$ cat config.mk
export PLATFORM = sky130hd
export DESIGN_NAME = pmhc_channel
export DESIGN_NICKNAME = d
export VERILOG_FILES = /design/src/rtl/pmhc_pkg.sv /design/src/rtl/pmhc_channel.sv /design/src/rtl/pmhc_fifo.sv
export SDC_FILE = /design/constraint.sdc
export NUM_CORES = 1
export LEC_CHECK = 0
export ABC_CLOCK_PERIOD_IN_PS = 3100
export CAP_MARGIN = 20
export CELL_PAD_IN_SITES_DETAIL_PLACEMENT = 0
export CELL_PAD_IN_SITES_GLOBAL_PLACEMENT = 1
export CORE_MARGIN = 3
export CORE_UTILIZATION = 29
export CTS_BUF_LIST = sky130_fd_sc_hd__clkbuf_8
export CTS_CLUSTER_DIAMETER = 80
export DETAILED_ROUTE_END_ITERATION = 8
export DONT_BUFFER_PORTS = 1
export GPL_ROUTABILITY_DRIVEN = 0
export PLACE_DENSITY = 0.58
export SETUP_SLACK_MARGIN = 0.2
export SYNTH_ARGS = -nofsm -noshare
export SYNTH_HDL_FRONTEND = slang
export SYNTH_SLANG_ARGS = --single-unit
$ cat constraint.sdc
create_clock -name core_clk -period 3.1 [get_ports core_clk]
set_input_delay 0.155 -clock core_clk [delete_from_list [all_inputs] [get_ports core_clk]]
set_output_delay 0.155 -clock core_clk [all_outputs]
set_load 0.01 [all_outputs]
$ cat src/rtl/pmhc_pkg.sv
// Package for the power-management host channel: offsets, fields, reset values
// Functional notes
// Host data read returns the byte last written to the output buffer
// Host command write at second base is recorded with indicator set to one
// Status bits 7..4 are read/write general-purpose flags
// Status bit 3 holds address bit two of the last host write; code takes it from the byte loaded into the input buffer
// Status bit 2 is a plain read/write spare flag, no side effects
// Input-full flag set by host writes, cleared by controller input reads
// Output-full flag set by controller output writes, cleared by host data read
// Controller registers at internal base 1500h and 1510h, processor only
// Status mirror at offset 00h, plain output write at 01h
// Output write aliases at 02h with SCI and 03h with SMI
// Input buffer readable at 04h and SCI alias at 05h
// Control 06h, interrupt control 07h, interrupt enable 08h
// Host data or command writes store into one shared input buffer
// Controller write to SCI output alias raises SCI when enabled
// Controller write to SMI output alias raises SMI when enabled
// Controller read of SCI input alias raises SCI when enabled
// Status reads from either side have no side effects
// Two independent channel instances with own buffers, flags and bases
package pmhc_pkg;
  localparam logic [15:0] PMHC_BASE_CH1   = 16'h1500;
  localparam logic [15:0] PMHC_BASE_CH2   = 16'h1510;
  localparam logic [3:0]  PMHC_OFS_STS    = 4'h0;
  localparam logic [3:0]  PMHC_OFS_DO     = 4'h1;
  localparam logic [3:0]  PMHC_OFS_DO_SCI = 4'h2;
  localparam logic [3:0]  PMHC_OFS_DO_SMI = 4'h3;
  localparam logic [3:0]  PMHC_OFS_DI     = 4'h4;
  localparam logic [3:0]  PMHC_OFS_DI_SCI = 4'h5;
  localparam logic [3:0]  PMHC_OFS_CTL    = 4'h6;
  localparam logic [3:0]  PMHC_OFS_IC     = 4'h7;
  localparam logic [3:0]  PMHC_OFS_IE     = 4'h8;
  // Status field positions
  localparam int PMHC_ST_OBF = 0;
  localparam int PMHC_ST_IBF = 1;
  localparam int PMHC_ST_GPF = 2;
  localparam int PMHC_ST_CMD = 3;
  localparam int PMHC_ST_UFL = 4;
  // Enable bits chosen inside interrupt enable register
  localparam int PMHC_IE_SMI = 1;
  localparam int PMHC_IE_SCI = 2;
  localparam logic [7:0] PMHC_RST_BYTE = 8'h00;
  localparam int PMHC_FIFO_DEPTH = 32;
endpackage : pmhc_pkg

$ cat src/rtl/pmhc_channel.sv
// Power-management host channel: two mailbox channels, host and controller side
`timescale 1ns/1ps
`default_nettype none
module pmhc_channel
  import pmhc_pkg::*;
(
  input  wire logic        core_clk,
  input  wire logic        rst_n,
  // Host side, one select per channel
  input  wire logic [1:0]  hostSel,
  input  wire logic        hostAddr2,
  input  wire logic        hostWr,
  input  wire logic        hostRd,
  input  wire logic [7:0]  hostWdata,
  output logic      [7:0]  hostRdata,
  output logic             hostReady,
  // Internal processor side
  input  wire logic [15:0] ecAddr,
  input  wire logic        ecWr,
  input  wire logic        ecRd,
  input  wire logic [7:0]  ecWdata,
  output logic      [7:0]  ecRdata,
  // Host interrupt lines per channel
  output logic      [1:0]  sciOut,
  output logic      [1:0]  smiOut
);
  logic [7:0] hostRdataCh [2];
  logic [7:0] ecRdataCh   [2];
  logic [1:0] hostReadyCh, ecHit;
  logic [7:0] next_hostRdata, next_ecRdata;
  logic       next_hostReady;

  for (genvar c = 0; c < 2; c++) begin : g_ch
    localparam logic [15:0] BASE = (c == 0) ? PMHC_BASE_CH1 : PMHC_BASE_CH2;
    logic [7:0] outBuf, next_outBuf, inBuf, next_inBuf;
    logic [7:0] ctlReg, icReg, ieReg, next_ctlReg, next_icReg, next_ieReg;
    logic [3:0] userFlags, next_userFlags;
    logic       spare, next_spare, cmdInd, next_cmdInd;
    logic       input_buffer_full, next_ibf, output_buffer_full, next_obf;
    logic       sci, smi, next_sci, next_smi;
    logic       sel, hWr, hRd, eWr, eRd;
    logic [3:0] ofs;
    logic       fInReady, fOutValid, popReq;
    logic [8:0] fOut;
    logic [7:0] stat, next_ecRd;

    assign sel = (ecAddr[15:4] == BASE[15:4]);
    assign ofs = ecAddr[3:0];
    assign eWr = ecWr && sel;
    assign eRd = ecRd && sel;
    // Host write refused while FIFO full; host sees hostReady low
    assign hWr = hostWr && hostSel[c] && fInReady;
    assign hRd = hostRd && hostSel[c];
    assign stat = {userFlags, cmdInd, spare, input_buffer_full, output_buffer_full};

    // Host bytes queue here; one byte at a time sits in the input buffer
    pmhc_fifo #(.WIDTH(9), .DEPTH(PMHC_FIFO_DEPTH)) u_fifo (
      .core_clk (core_clk),
      .rst_n    (rst_n),
      .inValid  (hostWr && hostSel[c]),
      .inReady  (fInReady),
      .inData   ({hostAddr2, hostWdata}),
      .outValid (fOutValid),
      .outReady (popReq),
      .outData  (fOut)
    );
    // Load next byte once the buffer is drained by the processor
    assign popReq = fOutValid && (!input_buffer_full || (eRd && (ofs == PMHC_OFS_DI || ofs == PMHC_OFS_DI_SCI)));

    always_comb begin
      next_outBuf = outBuf;
      next_inBuf = inBuf;
      next_ctlReg = ctlReg;
      next_icReg = icReg;
      next_ieReg = ieReg;
      next_userFlags = userFlags;
      next_spare = spare;
      next_cmdInd = cmdInd;
      next_ibf = input_buffer_full;
      next_obf = output_buffer_full;
      next_sci = 1'b0;
      next_smi = 1'b0;
      next_ecRd = 8'h00;
      // Host read of data port clears output-full
      if (hRd && !hostAddr2) begin
        next_obf = 1'b0;
      end
      // Host status-port writes leave the user and spare flags alone; only the processor sets them
      if (eWr) begin
        case (ofs)
          PMHC_OFS_STS: begin
            next_userFlags = ecWdata[7:PMHC_ST_UFL];
            next_spare = ecWdata[PMHC_ST_GPF];
          end
          PMHC_OFS_DO, PMHC_OFS_DO_SCI, PMHC_OFS_DO_SMI: begin
            next_outBuf = ecWdata;
            next_obf = 1'b1;
            next_sci = (ofs == PMHC_OFS_DO_SCI) && ieReg[PMHC_IE_SCI];
            next_smi = (ofs == PMHC_OFS_DO_SMI) && ieReg[PMHC_IE_SMI];
          end
          PMHC_OFS_CTL: next_ctlReg = ecWdata;
          PMHC_OFS_IC: next_icReg = ecWdata;
          PMHC_OFS_IE: next_ieReg = ecWdata;
          default: ;
        endcase
      end
      if (eRd) begin
        case (ofs)
          PMHC_OFS_STS: next_ecRd = stat;
          PMHC_OFS_DI, PMHC_OFS_DI_SCI: begin
            next_ecRd = inBuf;
            next_ibf = 1'b0;
            next_sci = (ofs == PMHC_OFS_DI_SCI) && ieReg[PMHC_IE_SCI];
          end
          PMHC_OFS_CTL: next_ecRd = ctlReg;
          PMHC_OFS_IC: next_ecRd = icReg;
          PMHC_OFS_IE: next_ecRd = ieReg;
          default: next_ecRd = 8'h00;
        endcase
      end
      // A loaded byte sets full; this wins over a same-cycle clear
      if (popReq) begin
        next_inBuf = fOut[7:0];
        next_cmdInd = fOut[8];
        next_ibf = 1'b1;
      end
    end

    always_ff @(posedge core_clk) begin
      if (!rst_n) begin
        outBuf <= PMHC_RST_BYTE;
        inBuf <= PMHC_RST_BYTE;
        ctlReg <= PMHC_RST_BYTE;
        icReg <= PMHC_RST_BYTE;
        ieReg <= PMHC_RST_BYTE;
        userFlags <= 4'h0;
        spare <= 1'b0;
        cmdInd <= 1'b0;
        input_buffer_full <= 1'b0;
        output_buffer_full <= 1'b0;
        sci <= 1'b0;
        smi <= 1'b0;
      end else begin
        outBuf <= next_outBuf;
        inBuf <= next_inBuf;
        ctlReg <= next_ctlReg;
        icReg <= next_icReg;
        ieReg <= next_ieReg;
        userFlags <= next_userFlags;
        spare <= next_spare;
        cmdInd <= next_cmdInd;
        input_buffer_full <= next_ibf;
        output_buffer_full <= next_obf;
        sci <= next_sci;
        smi <= next_smi;
      end
    end

    // Host read data: data port gives output buffer, status port gives flags
    assign hostRdataCh[c] = hostAddr2 ? stat : outBuf;
    assign hostReadyCh[c] = fInReady;
    assign ecRdataCh[c] = next_ecRd;
    assign ecHit[c] = eRd;
    assign sciOut[c] = sci;
    assign smiOut[c] = smi;
  end

  // Registered read muxes so every port comes from a flop
  always_comb begin
    next_hostRdata = 8'h00;
    next_hostReady = |(hostSel & hostReadyCh) || (hostSel == 2'b00);
    next_ecRdata = 8'h00;
    if (hostSel[0]) begin
      next_hostRdata = hostRdataCh[0];
    end else if (hostSel[1]) begin
      next_hostRdata = hostRdataCh[1];
    end
    if (ecHit[0]) begin
      next_ecRdata = ecRdataCh[0];
    end else if (ecHit[1]) begin
      next_ecRdata = ecRdataCh[1];
    end
  end

  always_ff @(posedge core_clk) begin
    if (!rst_n) begin
      hostRdata <= 8'h00;
      hostReady <= 1'b1;
      ecRdata <= 8'h00;
    end else begin
      hostRdata <= next_hostRdata;
      hostReady <= next_hostReady;
      ecRdata <= next_ecRdata;
    end
  end
endmodule : pmhc_channel
`default_nettype wire

$ cat src/rtl/pmhc_fifo.sv
// Parameterised valid/ready FIFO carrying host-written bytes
`timescale 1ns/1ps
`default_nettype none
module pmhc_fifo #(
  parameter int WIDTH = 9,
  parameter int DEPTH = 32
) (
  input  wire logic             core_clk,
  input  wire logic             rst_n,
  input  wire logic             inValid,
  output logic                  inReady,
  input  wire logic [WIDTH-1:0] inData,
  output logic                  outValid,
  input  wire logic             outReady,
  output logic      [WIDTH-1:0] outData
);
  localparam int AW = $clog2(DEPTH);
  logic [WIDTH-1:0] mem [DEPTH];
  logic [AW-1:0]    wrPtr, rdPtr, next_wrPtr, next_rdPtr;
  logic [AW:0]      count, next_count;
  logic             push, pop;

  // Honest full/empty from occupancy
  assign inReady  = (count != AW'(0) || 1'b1) && (count < (AW+1)'(DEPTH));
  assign outValid = (count != '0);
  assign outData  = mem[rdPtr];
  assign push     = inValid && inReady;
  assign pop      = outValid && outReady;

  always_comb begin
    next_wrPtr = push ? wrPtr + AW'(1) : wrPtr;
    next_rdPtr = pop ? rdPtr + AW'(1) : rdPtr;
    next_count = count + (AW+1)'(push) - (AW+1)'(pop);
  end

  // Storage array has no reset; pointers do
  always_ff @(posedge core_clk) begin
    if (push) begin
      mem[wrPtr] <= inData;
    end
    if (!rst_n) begin
      wrPtr <= '0;
      rdPtr <= '0;
      count <= '0;
    end else begin
      wrPtr <= next_wrPtr;
      rdPtr <= next_rdPtr;
      count <= next_count;
    end
  end
endmodule : pmhc_fifo
`default_nettype wire

Yosys cells after proc, flatten, opt, wreduce, memory -nomap -nowiden
Memory sizes are Yosys's and may differ from the RTL's. A register that Yosys moved wholly into a read port is not among the register bits.
Cells that the tools add are included.

cells by class
  eq/ne operators = 10
  multiplexer cells = 31
  multipliers = 0
  div/mod/pow operators = 0
  magnitude comparators = 2
  $add $sub $neg = 8
  bitwise logic cells = 1
  reduce and logical (&&, ||, !) cells = 58
  shift-type cells = 0

operators by type and width
  kind                   count
  $pmux W8 S5            2
  $mux W8                6
  $eq A12 B9 Y1 const B  2
  $logic_and A1 B1 Y1    24
  $reduce_and A2 Y1      12
  $mux W1                23
  $add A5 B1 Y5 const B  4
  $eq A4 B3 Y1 const B   4
  $add A6 B1 Y6          2
  $lt A6 B6 Y1 const B   2
  $reduce_bool A6 Y1     2
  $sub A6 B1 Y6          2
  $eq A4 B2 Y1 const B   2
  $reduce_bool A2 Y1     4
  $reduce_and A3 Y1      2
  $logic_not A1 Y1       5
  $eq A4 B1 Y1 const B   1
  $eq A4 B4 Y1 const B   1
  $logic_not A4 Y1       1
  $logic_or A1 B1 Y1     4
  $reduce_or A2 Y1       2
  $reduce_or A3 Y1       1
  $and A2 B2 Y2          1
  $logic_not A2 Y1       1

word-level totals
  memories = 2
  bits in writable memories = 576
  bits in read-only memories = 0
  register bits = 131
  output and inout bits = 21
  latch bits = 0
  logic and storage cells = 141

memories
  memory              depth  width  read ports  clocked after memory_dff  wr ports  RTL line         source
  g_ch[0].u_fifo.mem  32     9      1           1                         1         pmhc_fifo.sv:18  logic [WIDTH-1:0] mem [DEPTH];
  g_ch[1].u_fifo.mem  32     9      1           1                         1         pmhc_fifo.sv:18

Logic depth before layout (Yosys ltp)
  word-level depth = 7
  mapped depth = 17

Modules after synthesis
Synthesis repeated with hierarchy kept, for this count alone.

unflattened totals
  cell total of the unflattened synthesis = 2024
  area, all modules = 30276.5 µm²

modules (own cells, without submodules)
  module                       cells each  instances  sequential area each (µm²)  area an instance (µm²)
  pmhc_fifo at g_ch[0].u_fifo  675         1          9068.7                      12171.7
  pmhc_fifo at g_ch[1].u_fifo  673         1          9068.7                      12157.9
  pmhc_channel                 676         1          2342.2                      5947.0

Worst setup path after synthesis
Ideal clock, no wire load.

  path type = flip-flop to flip-flop
  from = reg g_ch[0].u_fifo.count[2]
  to = reg g_ch[0].u_fifo.count[4]
  library setup time = 0.128 ns
  slack = 0.066 ns
  stages on the path, launching flop included = 17
  arrival = 2.907 ns
  buffers on the path = 1
  cell sequence = dfxtp_1 inv_1 ha_1 nor4bb_1 nor2_1 a21oi_1 inv_1 buf_2 ha_1 inv_1 ha_1 fa_1 a21oi_1 nor2_1 nor2_1 xor2_1 nor2_1

on the way
  cells in the longest elaborated chain, start to end = 4

ends and longest elaborated chain
  element                                                      RTL line                             source
  start, declared                                              pmhc_fifo.sv:20                      logic [AW:0] count, next_count;
  start signal, assigned                                       pmhc_fifo.sv:48                      count <= next_count;
  $lt A6 B6 Y1 / $reduce_bool A6 Y1 (equally long branches)    pmhc_fifo.sv:24, pmhc_fifo.sv:25
  $logic_and A1 B1 Y1 (on tied branches)                       pmhc_fifo.sv:27, pmhc_channel.sv:68
  $add A6 B1 Y6 / $logic_and A1 B1 Y1 (equally long branches)  pmhc_fifo.sv:33, pmhc_fifo.sv:28
  $sub A6 B1 Y6 *                                              pmhc_fifo.sv:33                      next_count = count + (AW+1)'(push) - (AW+1)'(pop);

Every way passes the cells marked *; elsewhere a longest branch is shown, timed or not.
A chain may end at the register's enable or synchronous reset.

Final worst setup path
  from = in ecAddr[13]
  to = reg g_ch[1].icReg[0]

on the way
  cells in the longest elaborated chain, start to end = 3

ends and longest elaborated chain
  element                      RTL line             source
  start, declared              pmhc_channel.sv:18   input wire logic [15:0] ecAddr,
  $eq A12 B9 Y1                pmhc_channel.sv:47   assign sel = (ecAddr[15:4] == BASE[15:4]);
  $logic_and A1 B1 Y1          pmhc_channel.sv:49   assign eWr = ecWr && sel;
  $reduce_and A2 Y1 (no line)  -
  end signal, assigned         pmhc_channel.sv:147  icReg <= next_icReg;
  end, declared                pmhc_channel.sv:36   logic [7:0] ctlReg, icReg, ieReg, next_ctlReg, next_icReg, next_ieReg;

No other way between the ends.

==> flow_results.xml <==
<?xml version="1.0" encoding="UTF-8"?>
<metrics>
  <group name="sta">
    <metric name="timing.max_slew.rel_slack" unit="%">28.2</metric>
    <metric name="rsz0062_at_grt" unit="">true</metric>
    <metric name="max_freq" unit="MHz">359</metric>
    <metric name="timing_worst_slew_pin_value" unit="ps">1070</metric>
    <metric name="post-route-worst-setup-slack" unit="ps">313</metric>
    <metric name="report.final.hold_viol_count" unit="">0</metric>
    <metric name="post-route-period-util" unit="%">89.9</metric>
    <metric name="fin_crit" unit="ps">2790</metric>
    <metric name="slew_viol_final" unit="">0</metric>
    <metric name="finalSetupViolCount" unit="">0</metric>
    <metric name="fin_skew" unit="ps">39.7</metric>
    <metric name="tns" unit="ps">0</metric>
  </group>
  <group name="floorplanning">
    <metric name="die_w" unit="um">322</metric>
    <metric name="floorplan.die_area" unit="mm2">0.104</metric>
    <metric name="die_height" unit="um">322</metric>
    <metric name="floorplan.io_pins" unit="">62</metric>
    <metric name="design.core.area" unit="mm2">0.0987</metric>
    <metric name="initial_core_util" unit="%">29.4</metric>
    <metric name="floorplan.rows" unit="">115</metric>
  </group>
  <group name="layout">
    <metric name="fin_util" unit="%">34.6</metric>
    <metric name="final_net_count" unit="">2091</metric>
    <metric name="multiInputGateArea" unit="mm2">0.00800</metric>
    <metric name="filler_cell_count" unit="">9368</metric>
    <metric name="area_growth_syn_to_layout" unit="%">17.9</metric>
    <metric name="post_route_cells_drive_above_1_share" unit="%">21.0</metric>
    <metric name="seqCellArea" unit="mm2">0.0203</metric>
  </group>
  <group name="synthesis">
    <metric name="synthesized_nets" unit="">1895</metric>
    <metric name="ys_dominant_reg_cell" unit="">edfxtp_1</metric>
    <metric name="synth_largest_area_cell" unit="">edfxtp_1</metric>
    <metric name="synth.cell_area" unit="mm2">0.0290</metric>
    <metric name="asyncSetResetFlopFracSynth" unit="%">0</metric>
    <metric name="syn-mean-instance-area" unit="um2">15.9</metric>
    <metric name="synth_seq_area_share" unit="%">69.9</metric>
    <metric name="synth-edff-count" unit="">576</metric>
    <metric name="netlist_instances" unit="">1826</metric>
    <metric name="synth.lib_cells_used.distinct" unit="">60</metric>
    <metric name="synth_largest_type_area_fraction" unit="%">59.6</metric>
    <metric name="synth_seq_cells" unit="">725</metric>
    <metric name="synth.top_cells.by_area" unit="">edfxtp_1, dfxtp_1, mux4_2</metric>
    <metric name="ys.warnings.count" unit="">0</metric>
  </group>
  <group name="worst_setup_path">
    <metric name="criticalPathCategory" unit="">input pin to register</metric>
    <metric name="worst-endpoint-required" unit="ps">3780</metric>
    <metric name="arrival" unit="ps">3470</metric>
    <metric name="critical_path.endpoint_type" unit="">register</metric>
    <metric name="worstPathMaxFanout" unit="">14</metric>
    <metric name="crit_path_launch_type" unit="">input pin</metric>
  </group>
  <group name="route">
    <metric name="route.detailed.wl_per_inst" unit="um">21.7</metric>
    <metric name="routedLengthMet1" unit="um">32800</metric>
    <metric name="detail_route.first_pass.iterations" unit="">6</metric>
    <metric name="post_drt_via_cell_ratio" unit="">4.84</metric>
    <metric name="wl_met2" unit="um">35500</metric>
    <metric name="drc" unit="">0</metric>
    <metric name="topRoutingLayerUsed" unit="">met5</metric>
    <metric name="route.final.wire_length" unit="um">74200</metric>
    <metric name="detailedRoute.firstIterationViolations" unit="">1398</metric>
    <metric name="drt_antenna_net_count" unit="">0</metric>
    <metric name="met3_length" unit="um">3920</metric>
    <metric name="num_vias" unit="">16500</metric>
  </group>
  <group name="power">
    <metric name="max-vdd-ir-drop" unit="mV">0.371</metric>
    <metric name="powerDensity" unit="mW/mm2">676</metric>
    <metric name="post-layout-total-power" unit="W">0.0231</metric>
    <metric name="logic_pwr_share" unit="%">17.1</metric>
    <metric name="intPower" unit="W">0.0169</metric>
    <metric name="static-leakage-power" unit="nW">11.2</metric>
    <metric name="switching_share" unit="%">26.9</metric>
    <metric name="pwr-share-clk" unit="%">34.9</metric>
    <metric name="net_switching_power" unit="W">0.00622</metric>
    <metric name="seq_power_share" unit="%">48.1</metric>
  </group>
  <group name="global_route">
    <metric name="grt_pass1_wl" unit="um">111000</metric>
    <metric name="number_of_global_route_vias_before_repair" unit="">16900</metric>
    <metric name="globalRouteTotalUtil" unit="%">14.2</metric>
    <metric name="grt_max_degree" unit="">82</metric>
    <metric name="globalRouteOverflowTotal" unit="">0</metric>
    <metric name="grt_antenna_before_repair" unit="">4</metric>
  </group>
  <group name="place">
    <metric name="port-buffer-count" unit="">0</metric>
    <metric name="place_worst_setup_slack" unit="ps">172</metric>
    <metric name="detailed_place_hpwl" unit="um">45400</metric>
  </group>
  <group name="clock_tree">
    <metric name="cts_buffer_depth" unit="">3</metric>
    <metric name="cts.htree.levels" unit="">3</metric>
    <metric name="cts_inserted_buffers" unit="">116</metric>
    <metric name="numClockSinks" unit="">725</metric>
    <metric name="cts_root_buf" unit="">clkbuf_8</metric>
    <metric name="clkSlewWorstSetupHoldPaths" unit="ps">60</metric>
    <metric name="clock_insertion_delay_worst_skew" unit="ps">750</metric>
    <metric name="cts_tree" unit="">built</metric>
  </group>
  <group name="outcome">
    <metric name="outcome" unit="">complete, no violations</metric>
  </group>
  <group name="hold_path">
    <metric name="timing.hold.worst.class" unit="">input pin to register</metric>
  </group>
  <group name="run">
    <metric name="max-cap-violations" unit="">0</metric>
  </group>
</metrics>
==> power by group through the flow <==
| stage | clock network, W | logic (W) | registers, W |
|---|---|---|---|
| final | 0.00805 | 0.00394 | 0.0111 |
| after global placement | 0 | 0.00353 | 0.0113 |
| after global routing | 0.00875 | 0.00429 | 0.0112 |
| after detailed placement | 0 | 0.00355 | 0.0113 |
| after floorplan | 0 | 0.00298 | 0.0110 |
| after CTS | 0.00831 | 0.00389 | 0.0111 |
==> layout make-up <==
cell class                      instances  share of cell area [%]
Antenna cell                            3                  0.0220
Clock buffer                          125                    5.03
Clock inverter                         94                    1.70
Inverter                               30                   0.333
Multi-Input combinational cell        953                    23.4
Sequential cell                       725                    59.4
Tap cell                             1287                    4.71
Timing Repair Buffer                  196                    5.42
==> placed cells by master (no fill, tap or decap), types with 24 or more instances in the layout <==
master / netlist / routed
mux4_2: 110 / 110
inv_1: 29 / 63
a211oi_1: 32 / 32
dlygate4sd3_1: 0 / 65
a21oi_1: 101 / 99
nor2_1: 132 / 132
buf_4: 14 / 119
o22ai_1: 34 / 34
clkbuf_8: 0 / 125
dfxtp_1: 149 / 143
edfxtp_1: 576 / 576
a22oi_1: 32 / 32
mux2i_1: 101 / 101
nand2_1: 164 / 164
clkinv_1: 0 / 24
==> worst paths after layout <==
check	startpoint	to	slack, ps	cells after the start
hold / removal	ecRd	g_ch[0].sci	110	4
setup / recovery	ecAddr[13]	g_ch[1].icReg[0]	310	8
hold reg to reg	g_ch[0].outBuf[3]	g_ch[0].outBuf[3]	450	2
setup reg to reg	g_ch[0].u_fifo.count[4]	g_ch[0].u_fifo.count[4]	320	15
==> routing by layer <==
layer | up-vias | track usage (%)
li1 | 7519 | -
met1 | 8404 | 19.1
met2 | 478 | 23.3
met3 | 106 | 2.45
met4 | 2 | 5.10
met5 | - | 0
==> through the flow <==
stage               cells  cell area, um2  hold slack (ps)
floorplan            1826           29000              254
global placement     3111           30800              259
detailed placement   3111           30800              257
CTS                  3405           34100             20.9
global route         3413           34200             86.2
finish               3413           34200              106
==> synthesized netlist by cell type (29+ instances only) <==
master and n:
a211oi_1 32, a21oi_1 101, a22oi_1 32, buf_2 36, clkbuf_1 44, dfxtp_1 149
edfxtp_1 576, inv_1 29, mux2i_1 101, mux4_2 110, nand2_1 164, nor2_1 132
o22ai_1 34
==> sequential cells by signal, indices dropped and copies added, names as in the netlist <==
name,count
g_ch.outBuf,16
g_ch.userFlags,8
hostRdata,8
g_ch.u_fifo.wrPtr,10
g_ch.icReg,16
g_ch.inBuf,16
g_ch.smi,2
g_ch.ctlReg,16
g_ch.cmdInd,2
g_ch.input_buffer_full,2
hostReady,1
g_ch.ieReg,16
ecRdata,8
g_ch.u_fifo.mem,576
g_ch.spare,2
g_ch.u_fifo.rdPtr,10
g_ch.u_fifo.count,12
g_ch.sci,2
g_ch.output_buffer_full,2
==> kinds of logic (layout without fill, tap and decap cells) <==
logic type,after synthesis,in the layout,share of synthesized area (%)
adder cells (fa/ha/maj),28,28,1.26
AO/OA/AOI/OAI,299,299,6.96
multiplexers,219,219,12.3
other,0,3,0
buffers and inverters,148,445,2.82
AND/OR/NAND/NOR,391,391,6.20
flip-flops,725,725,69.9
XOR/XNOR,16,16,0.483
==> critical path, cell delays in order <==
cell,delay (ps)
dlygate4sd3_1,570
nor4b_4,450
and4_4,470
and3_1,240
dlygate4sd3_1,730
nand2_1,90
a21oi_1,160
dlygate4sd3_1,570
==> timing repair <==
| action | CTS | global route |
|---|---|---|
| gates resized for setup | 2 | 18 |
| hold buffers | 75 | 0 |
| hold endpoints to repair | 722 | 0 |
| setup endpoints to repair | 2 | 5 |
| pin swaps | 0 | 14 |
| buffers inserted | 0 | 5 |
(Power assumes the default switching activity.)
